$ cat src/pkg/crf_regs.svh
`ifndef CRF_REGS_SVH
`define CRF_REGS_SVH

// ----------------------------------------------------------------------------
// register offsets (byte addresses, one aligned word each)
// ----------------------------------------------------------------------------
`define CRF_OFF_CMD     8'h00
`define CRF_OFF_STATUS  8'h04
`define CRF_OFF_FLAGS   8'h08
`define CRF_OFF_ADDR    8'h0C
`define CRF_OFF_FP0     8'h10
`define CRF_OFF_FP1     8'h14
`define CRF_OFF_FL0     8'h18
`define CRF_OFF_FL1     8'h1C
`define CRF_GR_TAG      3'h2
`define CRF_GR_TAG_HI   7
`define CRF_GR_TAG_LO   5

// ----------------------------------------------------------------------------
// field positions
// ----------------------------------------------------------------------------
`define CRF_CMD_OP_HI   3
`define CRF_CMD_OP_LO   0
`define CRF_CMD_REG_HI  6
`define CRF_CMD_REG_LO  4
`define CRF_CMD_FSEL    8
`define CRF_FLG_CARRY   0
`define CRF_FLG_LINK    1
`define CRF_FLG_LT      2
`define CRF_FLG_EQ      3
`define CRF_STS_BUSY    4

// ----------------------------------------------------------------------------
// reset values and clear masks (bit 1 is the msb)
// ----------------------------------------------------------------------------
`define CRF_RESET_WORD  32'h0000_0000
`define CRF_MASK_UPPER  32'hFFFF_0000
`define CRF_MASK_LOWER  32'h0000_FFFF
`define CRF_MASK_BYTE1  32'hFF00_0000
`define CRF_MASK_BYTE2  32'h00FF_0000

`endif

$ cat src/pkg/crf_pkg.sv
package crf_pkg;

  typedef enum logic [3:0] {
    CRF_OP_NONE        = 4'h0,
    CRF_OP_CLEAR_FULL  = 4'h1,
    CRF_OP_CLEAR_UPPER = 4'h2,
    CRF_OP_CLEAR_LOWER = 4'h3,
    CRF_OP_CLEAR_BYTE1 = 4'h4,
    CRF_OP_CLEAR_BYTE2 = 4'h5,
    CRF_OP_ZERO_MEM32  = 4'h6,
    CRF_OP_ZERO_MEM16  = 4'h7,
    CRF_OP_ADD_FP      = 4'h8,
    CRF_OP_FL_TO_REG   = 4'h9,
    CRF_OP_REG_TO_FL   = 4'hA
  } crf_op_type;

  typedef logic [31:0] crf_word_type;

endpackage

$ cat src/design/crf_exec.sv
`timescale 1ns/1ns
`include "crf_regs.svh"

module crf_exec (
  input  wire crf_pkg::crf_op_type   op,        // decoded operation
  input  wire crf_pkg::crf_word_type gr_val,    // named general register
  input  wire crf_pkg::crf_word_type fp_val,    // selected field pointer
  input  wire crf_pkg::crf_word_type fl_val,    // selected field length
  output logic                       gr_we,     // general register write
  output crf_pkg::crf_word_type      gr_new,    // its new value
  output logic                       fp_we,     // field pointer write
  output crf_pkg::crf_word_type      fp_new,    // its new value
  output logic                       fl_we,     // field length write
  output crf_pkg::crf_word_type      fl_new,    // its new value
  output logic                       zero_req,  // store zero to memory
  output logic                       zero_half  // 16-bit store
);
  import crf_pkg::*;

  always_comb begin
    gr_we     = 1'b0;
    gr_new    = gr_val;
    fp_we     = 1'b0;
    fp_new    = fp_val + gr_val;
    fl_we     = 1'b0;
    fl_new    = gr_val;
    zero_req  = 1'b0;
    zero_half = 1'b0;
    case (op)
      CRF_OP_CLEAR_FULL: begin
        gr_we  = 1'b1;
        gr_new = `CRF_RESET_WORD;
      end
      CRF_OP_CLEAR_UPPER: begin
        gr_we  = 1'b1;
        gr_new = gr_val & ~`CRF_MASK_UPPER;
      end
      CRF_OP_CLEAR_LOWER: begin
        gr_we  = 1'b1;
        gr_new = gr_val & ~`CRF_MASK_LOWER;
      end
      CRF_OP_CLEAR_BYTE1: begin
        gr_we  = 1'b1;
        gr_new = gr_val & ~`CRF_MASK_BYTE1;
      end
      CRF_OP_CLEAR_BYTE2: begin
        gr_we  = 1'b1;
        gr_new = gr_val & ~`CRF_MASK_BYTE2;
      end
      CRF_OP_ZERO_MEM32: begin
        zero_req = 1'b1;
      end
      CRF_OP_ZERO_MEM16: begin
        zero_req  = 1'b1;
        zero_half = 1'b1;
      end
      CRF_OP_ADD_FP: begin
        fp_we = 1'b1;
      end
      CRF_OP_FL_TO_REG: begin
        gr_we  = 1'b1;
        gr_new = fl_val;
      end
      CRF_OP_REG_TO_FL: begin
        fl_we = 1'b1;
      end
      default: begin
        gr_we = 1'b0;
      end
    endcase
  end

endmodule

$ cat src/design/crf_top.sv
// Added by the designer: the APB interface to the registers and the register offsets.
`timescale 1ns/1ns
`include "crf_regs.svh"

// Functional notes
// - a full clear zeroes all 32 bits of the named register, an upper clear only bits 1-16.
// - a lower clear zeroes bits 17-32 of the named register and keeps bits 1-16.
// - the first byte clear zeroes bits 1-8 and the second bits 9-16, all else kept.
// - zero-memory stores 32 or 16 zero bits at the effective address, no register operand.
// - add-to-field-pointer sums the named register into field pointer 0 or 1.
// - field-length read copies field length 0 or 1 into the named register unchanged.
// - field-length write copies the named register into field length 0 or 1.
module crf_top (
  input  wire logic                  pclk,       // bus clock, 100 MHz
  input  wire logic                  presetn,    // async reset, active low
  input  wire logic                  psel,       // apb select
  input  wire logic                  penable,    // apb access phase
  input  wire logic                  pwrite,     // apb direction
  input  wire logic [7:0]            paddr,      // apb byte address
  input  wire crf_pkg::crf_word_type pwdata,     // apb write data
  output crf_pkg::crf_word_type      prdata,     // apb read data
  output logic                       pready,     // apb ready
  output logic                       pslverr,    // apb error, unmapped
  input  wire logic                  mem_ack,    // memory took the store
  output logic                       mem_req,    // zero store pending
  output crf_pkg::crf_word_type      mem_addr,   // store address
  output crf_pkg::crf_word_type      mem_wdata,  // store data, zero
  output logic                       mem_half    // 16-bit store
);
  import crf_pkg::*;

  // --------------------------------------------------------------------------
  // state
  // --------------------------------------------------------------------------
  crf_word_type gr [8];
  crf_word_type fp [2];
  crf_word_type fl [2];
  logic [3:0]   flags;
  crf_word_type effective_addr;
  crf_op_type   last_op;

  crf_word_type next_gr [8];
  crf_word_type next_fp [2];
  crf_word_type next_fl [2];
  logic [3:0]   next_flags;
  crf_word_type next_effective_addr;
  crf_op_type   next_last_op;
  crf_word_type next_prdata;
  logic         next_pready;
  logic         next_pslverr;
  logic         next_mem_req;
  crf_word_type next_mem_addr;
  logic         next_mem_half;

  // --------------------------------------------------------------------------
  // command decode and execution
  // --------------------------------------------------------------------------
  logic         done;
  logic         fire;
  crf_op_type   op;
  logic [2:0]   sel;
  logic         fsel;
  crf_word_type sel_val;
  crf_word_type fp_sel_val;
  crf_word_type fl_sel_val;
  logic         gr_we;
  crf_word_type gr_new;
  logic         fp_we;
  crf_word_type fp_new;
  logic         fl_we;
  crf_word_type fl_new;
  logic         zero_req;
  logic         zero_half;

  assign done       = psel & penable & pready;
  assign fire       = done & pwrite & (paddr == `CRF_OFF_CMD);
  assign op         = crf_op_type'(pwdata[`CRF_CMD_OP_HI:`CRF_CMD_OP_LO]);
  assign sel        = pwdata[`CRF_CMD_REG_HI:`CRF_CMD_REG_LO];
  assign fsel       = pwdata[`CRF_CMD_FSEL];
  assign sel_val    = gr[sel];
  assign fp_sel_val = fp[fsel];
  assign fl_sel_val = fl[fsel];

  crf_exec u_exec (
    .op        (op),
    .gr_val    (sel_val),
    .fp_val    (fp_sel_val),
    .fl_val    (fl_sel_val),
    .gr_we     (gr_we),
    .gr_new    (gr_new),
    .fp_we     (fp_we),
    .fp_new    (fp_new),
    .fl_we     (fl_we),
    .fl_new    (fl_new),
    .zero_req  (zero_req),
    .zero_half (zero_half)
  );

  // --------------------------------------------------------------------------
  // next state: bus slave, register file, memory request
  // --------------------------------------------------------------------------
  always_comb begin
    next_gr             = gr;
    next_fp             = fp;
    next_fl             = fl;
    next_flags          = flags;
    next_effective_addr = effective_addr;
    next_last_op        = last_op;
    next_mem_req        = mem_req & ~mem_ack;
    next_mem_addr       = mem_addr;
    next_mem_half       = mem_half;
    next_prdata         = prdata;
    next_pslverr        = pslverr;
    // one wait state: ready is registered so every output is a flop
    next_pready         = psel & penable & ~pready;
    if (psel & penable & ~pready) begin
      next_prdata  = `CRF_RESET_WORD;
      next_pslverr = 1'b0;
      if (paddr == `CRF_OFF_CMD) begin
        next_prdata = {28'h0, last_op};
      end else if (paddr == `CRF_OFF_STATUS) begin
        next_prdata = {27'h0, mem_req, last_op};
      end else if (paddr == `CRF_OFF_FLAGS) begin
        next_prdata = {28'h0, flags};
      end else if (paddr == `CRF_OFF_ADDR) begin
        next_prdata = effective_addr;
      end else if (paddr == `CRF_OFF_FP0) begin
        next_prdata = fp[0];
      end else if (paddr == `CRF_OFF_FP1) begin
        next_prdata = fp[1];
      end else if (paddr == `CRF_OFF_FL0) begin
        next_prdata = fl[0];
      end else if (paddr == `CRF_OFF_FL1) begin
        next_prdata = fl[1];
      end else if (paddr[`CRF_GR_TAG_HI:`CRF_GR_TAG_LO] == `CRF_GR_TAG
                   && paddr[1:0] == 2'b00) begin
        next_prdata = gr[paddr[4:2]];
      end else begin
        next_pslverr = 1'b1;
      end
      if (pwrite) begin
        next_prdata = `CRF_RESET_WORD;
      end
    end
    if (done & pwrite & ~pslverr) begin
      if (paddr == `CRF_OFF_FLAGS) begin
        next_flags = pwdata[3:0];
      end else if (paddr == `CRF_OFF_ADDR) begin
        next_effective_addr = pwdata;
      end else if (paddr == `CRF_OFF_FP0) begin
        next_fp[0] = pwdata;
      end else if (paddr == `CRF_OFF_FP1) begin
        next_fp[1] = pwdata;
      end else if (paddr == `CRF_OFF_FL0) begin
        next_fl[0] = pwdata;
      end else if (paddr == `CRF_OFF_FL1) begin
        next_fl[1] = pwdata;
      end else if (paddr[`CRF_GR_TAG_HI:`CRF_GR_TAG_LO] == `CRF_GR_TAG) begin
        next_gr[paddr[4:2]] = pwdata;
      end
    end
    // flags have no path from execution at all
    if (fire) begin
      next_last_op = op;
      if (gr_we) begin
        next_gr[sel] = gr_new;
      end
      if (fp_we) begin
        next_fp[fsel] = fp_new;
      end
      if (fl_we) begin
        next_fl[fsel] = fl_new;
      end
      // a second zero store while one is pending is dropped, busy shows it
      if (zero_req & ~mem_req) begin
        next_mem_req  = 1'b1;
        next_mem_addr = effective_addr;
        next_mem_half = zero_half;
      end
    end
  end

  always_ff @(posedge pclk or negedge presetn) begin
    if (!presetn) begin
      for (int i = 0; i < 8; i++) begin
        gr[i] <= `CRF_RESET_WORD;
      end
      for (int i = 0; i < 2; i++) begin
        fp[i] <= `CRF_RESET_WORD;
        fl[i] <= `CRF_RESET_WORD;
      end
      flags          <= 4'h0;
      effective_addr <= `CRF_RESET_WORD;
      last_op        <= CRF_OP_NONE;
      prdata         <= `CRF_RESET_WORD;
      pready         <= 1'b0;
      pslverr        <= 1'b0;
      mem_req        <= 1'b0;
      mem_addr       <= `CRF_RESET_WORD;
      mem_wdata      <= `CRF_RESET_WORD;
      mem_half       <= 1'b0;
    end else begin
      gr             <= next_gr;
      fp             <= next_fp;
      fl             <= next_fl;
      flags          <= next_flags;
      effective_addr <= next_effective_addr;
      last_op        <= next_last_op;
      prdata         <= next_prdata;
      pready         <= next_pready;
      pslverr        <= next_pslverr;
      mem_req        <= next_mem_req;
      mem_addr       <= next_mem_addr;
      mem_wdata      <= `CRF_RESET_WORD;
      mem_half       <= next_mem_half;
    end
  end
endmodule

$ cat config.mk
export PLATFORM = sky130hd
export DESIGN_NAME = crf_top
export DESIGN_NICKNAME = d
export VERILOG_FILES = /design/src/pkg/crf_pkg.sv /design/src/design/crf_exec.sv /design/src/design/crf_top.sv
export VERILOG_INCLUDE_DIRS = /design/src /design/src/pkg
export SDC_FILE = /design/constraint.sdc
export NUM_CORES = 1
export LEC_CHECK = 0
export BUFFER_PORTS_ARGS = -buffer_cell sky130_fd_sc_hd__buf_2
export CORE_MARGIN = 2
export CORE_UTILIZATION = 61
export CTS_CLUSTER_DIAMETER = 150
export DETAILED_ROUTE_END_ITERATION = 10
export PLACE_DENSITY = 0.77
export SLEW_MARGIN = 20
export SYNTH_ARGS = -nofsm -noshare
export SYNTH_HDL_FRONTEND = slang
export SYNTH_SLANG_ARGS = --single-unit
$ cat constraint.sdc
create_clock -name pclk -period 3.65 [get_ports pclk]
set_clock_uncertainty 0.05 [all_clocks]
set_input_delay 0.5475 -clock pclk [delete_from_list [all_inputs] [get_ports pclk]]
set_output_delay 0.5475 -clock pclk [all_outputs]
set_load 0.005 [all_outputs]
======== Word level (Yosys, flattened, before mapping) ========
Index checks and enable logic that the tools add are counted.
storage, ports and cells
  output and inout port bits .............. 100
  word-level logic and storage cells ...... 150
  input bits .............................. 46
  register bits ........................... 492
cells by class
  reduce and logical (&&, ||, !) cells .... 11
  add/sub/neg operators ................... 1
  eq/ne operators ......................... 18
  magnitude comparators ................... 6
  mux-type cells .......................... 77
  bitwise logic cells ..................... 16
operator list
  kind                                                        count
  2-to-1 mux 256 bit                                          10
  2-to-1 mux 32 bit                                           29
  2-to-1 mux 64 bit                                           12
  bitwise mux 256 bit                                         2
  binary-select mux 32 bit (select 3 bit)                     2
  demux 32 bit (select 3 bit)                                 2
  one-hot mux 32 bit (6 select lines)                         1
  bitwise mux 64 bit                                          2
  adder 32 bit                                                1
  demux 32 bit (select 1 bit)                                 1
  equality test 8 x 5 -> 1 bit, second input constant         4
  equality test 4 x 3 -> 1 bit, second input constant         4
  equality test 8 x 4 -> 1 bit, second input constant         2
  2-to-1 mux 1 bit                                            16
  equality test 4 bit, second input constant                  3
  bitwise AND 1 bit                                           8
  equality test 4 x 2 -> 1 bit, second input constant         2
  equality test 8 x 3 -> 1 bit, second input constant         1
  greater-or-equal comparator 4 bit, second input constant    2
  logical NOT 8 bit                                           1
  less-than comparator 4 x 1 -> 1 bit, second input constant  2
  inverter 3 -> 4 bit                                         2
  OR reduction 6 bit                                          1
  inverter 1 bit                                              5
  other kinds (10)                                            14

======== Depth between registers and ports, before layout ========
  depth in word-level cells ............... 17
  gate-level depth with buffers ........... 16
  mapped depth without buffers ............ 13

======== Modules after synthesis ========
Synthesis repeated with hierarchy kept, for this count alone.
second synthesis, totals
  cell total of the unflattened synthesis .. 3146
  area total of the unflattened synthesis .. 31118.6 um^2
by module, submodules not included
  module    area each (um^2)  times used  seq. area each (um^2)  cells each
  crf_top   28728.8           1           12311.8                2812
  crf_exec  2389.8            1           0.0                    334

======== Worst setup path before layout ========
Ideal clock, no wire load.
  path type ............................... input port to flip-flop
  from .................................... input pwdata[6]
  to ...................................... register fp[58] (netlist bit)
  stages on the path ...................... 16
  setup slack ............................. -0.343 ns
  required time ........................... 3.465 ns
  data arrival time ....................... 3.809 ns
  path buffers ............................ 3
  cells stage by stage .................... buf_2 buf_1 nor3b_1 clkbuf_1 a22oi_1 nand4_1 ha_1 fa_1 a211oi_1 o211a_1 o211ai_1 a21oi_1 o21ai_0 a21oi_1 xor2_1 o21ai_0
RTL lines
  element                         RTL line        text
  start: declaration              crf_top.sv:20   input wire crf_pkg::crf_word_type pwdata,
  end signal: indexed assignment  crf_top.sv:189  fp[i] <= `CRF_RESET_WORD;
  end signal: assignment          crf_top.sv:204  fp <= next_fp;
  end: declaration                crf_top.sv:36   crf_word_type fp [2];

==> results.toml <==
[detailed_routing]
first_pass_iters = 7
vias = 26510
drtAntennaViolNets = 0
avgViaCountPerCell = 6.968
drcViolationCount = 0
avgRoutedWirePerCell_um = 27.54
drtIter0Drc = 4060
routed_wl_um = 104700

[synthesis]
synth_async_sr_flop_share = 1.000
synth_compound_area_frac = 0.1805
synthSimpleGateAreaFrac = 0.1000
synthMuxAreaShare = 0.2309
synth_top_area_share = 0.4187
synth_fa_ha_area_frac = 0.01387
yosysTopAreaCell = "dfrtp_1"
synth.cell_area_um2 = 29410
ys.flop_type = "dfrtp_1"
ys_seq_area_frac = 0.4187
ys_ff_latch = 492
ys.warnings.count = 0
synth_cells = 2968
avgSynthCellArea_um2 = 9.908
synth_edf_count = 0
yosys-top-cells-area = "dfrtp_1, mux2_2, mux2i_1"
synth_cell_types = 66
synth_top_family_by_area = "multiplexers"
synth_xor_area_frac = 0.008638

[global_routing]
grt_max_degree = 98
antenna_found_initial = 4
grt_pass1_vias = 26330
track_usage = 0.4174
grt_pass1_wl_um = 158800
grt-ovfl-total = 0

[worst_setup_path]
r2r_cells = 13
worstSetupPathType = "input port to flop"
worst-path-max-fanout = 18
required_ns = 4.15
end_kind = "flop"
crit_buf_inv = 5
rrSetupSlack_ns = 0.28
max_stage_delay_ns = 0.45
slowest_stage = "ha_1"
crit_family = "compound AO/OA/AOI/OAI gates"
arrival_ns = 4.03
critPathLaunchType = "input port"
rr_endpoint = "fp[63]"
r2r_start = "gr[76]"
crit_chain = "buf_2, buf_4, nor3b_4, buf_12, buf_12, a22oi_1, nand4_1, ha_1, o211ai_1, o211a_1, o211ai_1, buf_4, a21o_1, nand3_1, a311oi_1, xor2_1, o21a_1"

[clock_tree]
numCtsBuffers = 54
clk_latency_ns = 0.62
htree_levels = 2
cts_tree = "built"
cts-root-buf = "clkbuf_16"
path_clk_slew_ns = 0.06
cts.path.max_buffers = 3
clock_sinks = 492

[timing]
hold_slack_ns = 0.07174
fin_crit_ns = 3.533
tightest_slew_ns = 0.9640
rsz0062_at_grt = "yes"
timing.fmax_mhz = 283.1
hold_viol_final = 0
min_period_over_period = 0.9679
setup_viol = 0
slew_viol_final = 0
relSlewSlack = 0.3573

[hold_path]
holdPathEnd = "mem_req"
hold_class = "input port to flop"
min_from = "mem_ack"
min_path_cells = 2

[floorplan]
fp-row-count = 80
dieHeight_um = 223.6
die_area_um2 = 49980
die_w_um = 223.6
ios = 146
initial_core_util = 0.6172
core_um2 = 47650

[final_layout]
nFillCells = 3462
finalInstanceArea_um2 = 34340
insertedDiodeCount = 0
nets = 3221
area_growth_pct = 16.79
layout-drive-gt1-share = 0.2618

[placed_design]
place_area_um2 = 32190
io_buffers = 113
gp_congestion = 0.9715
post-dp-hpwl_um = 69960

[status]
outcome = "completed"

[pwr]
p_leak_nw = 16.54
peakVddDrop_v = 0.0003112
cellPowerDensity_nw_per_um2 = 366.8

[job]
cap_viol_max_count = 0
==> stage by stage <==
stage	setup slack (ns)	setup TNS [ns]	util	std cells	power, mW
after global routing	-0.03238	-0.07087	0.7208	3804	12.86
final	0.1172	0	0.7208	3804	12.60
after CTS	0.1685	0	0.7193	3801	12.58
after floorplan	-0.001144	-0.001144	-	2999	5.972
after global placement	-0.3417	-7.262	0.6756	3698	6.343
after detailed placement	-0.4322	-10.44	0.6756	3698	6.364
==> report_power, final <==
part / switching, mW / internal [mW] / leakage [nW]
clock network: 2.41 / 3.89 / 1.01
logic: 0.551 / 0.234 / 8.65
registers: 0.0301 / 5.48 / 6.87
total: 2.99 / 9.61 / 16.5
==> timing repair <==
item | 4_1_cts | 5_1_grt
hold buffers | 1 | 0
endpoints found under the setup margin | 0 | 21
gates resized for setup | 0 | 7
setup buffers | 0 | 3
hold endpoints to repair | 23 | 0
==> synth_stat cells, drive strengths merged, types with 31 or more instances <==
cell type,number
nor2b,49
nor2,192
a211oi,47
nand2,292
a21oi,248
nand4,31
dfrtp,492
ha,31
mux2i,271
inv,33
clkbuf,209
mux2,244
a22o,59
mux4,59
o21ai,271
a22oi,115
buf,82
==> cells in the final DEF, fill, tap and decap left out, types with 17 or more instances in the layout <==
cell	Yosys	layout
a211oi_1	47	46
a21oi_1	248	246
a222oi_1	26	26
a22o_1	59	59
a22oi_1	115	115
a31oi_1	18	17
and3_1	21	20
buf_12	0	35
buf_2	31	109
buf_4	35	232
clkbuf_16	0	57
conb_1	1	32
dfrtp_1	492	492
ha_1	31	29
inv_1	32	31
mux2_2	244	244
mux2i_1	271	271
mux4_2	59	59
nand2_1	292	288
nand4_1	31	31
nor2_1	186	180
nor2b_1	49	48
o21ai_0	269	267
o22ai_1	19	19
xnor2_1	17	17
==> cells by family after synthesis <==
group	after synthesis
AOI/OAI and AO/OA	860
and+or+nand+nor	655
muxes	574
DFF	492
buffers and inverters	325
adders and majority gates	32
xor gates and xnor gates	29
other	1
==> registers in the layout, indices dropped and copies added, names as in the netlist <==
name            cells
prdata             32
mem_half            1
flags               4
gr                256
mem_addr           32
mem_req             1
fl                 64
effective_addr     32
last_op             4
pready              1
fp                 64
pslverr             1
==> metal layers <==
metal  routed length (µm)  track usage  vias to the layer above
met1                40670       0.5717                    12910
met4                 6076       0.2209                        0
met5                    0            0                        -
li1                     -            -                    11210
met3                13140       0.1053                      455
met2                44860       0.6147                     1938
==> area by class of cell <==
type                       count  area, µm²  area share
multi-input combinational   2182      16040      0.4669
sequential                   492      12310      0.3585
timing repair buffer         379       3024     0.08806
clock buffer                  73       1617     0.04707
tap                          615      769.5     0.02241
clock inverter                29      456.7     0.01330
inverter                      34      127.6    0.003716
==> worst max path at each step <==
stage	startpoint	to	cells past startpoint
after floorplan	pwdata[5]	fp[31]	16
after detailed placement	pwdata[6]	fp[58]	16
after global placement	pwdata[5]	fp[63]	16
final	pwdata[5]	fp[20]	17
after CTS	pwdata[6]	fp[63]	15
after global routing	pwdata[5]	fp[60]	18
Power figures use the tool's default switching activity.
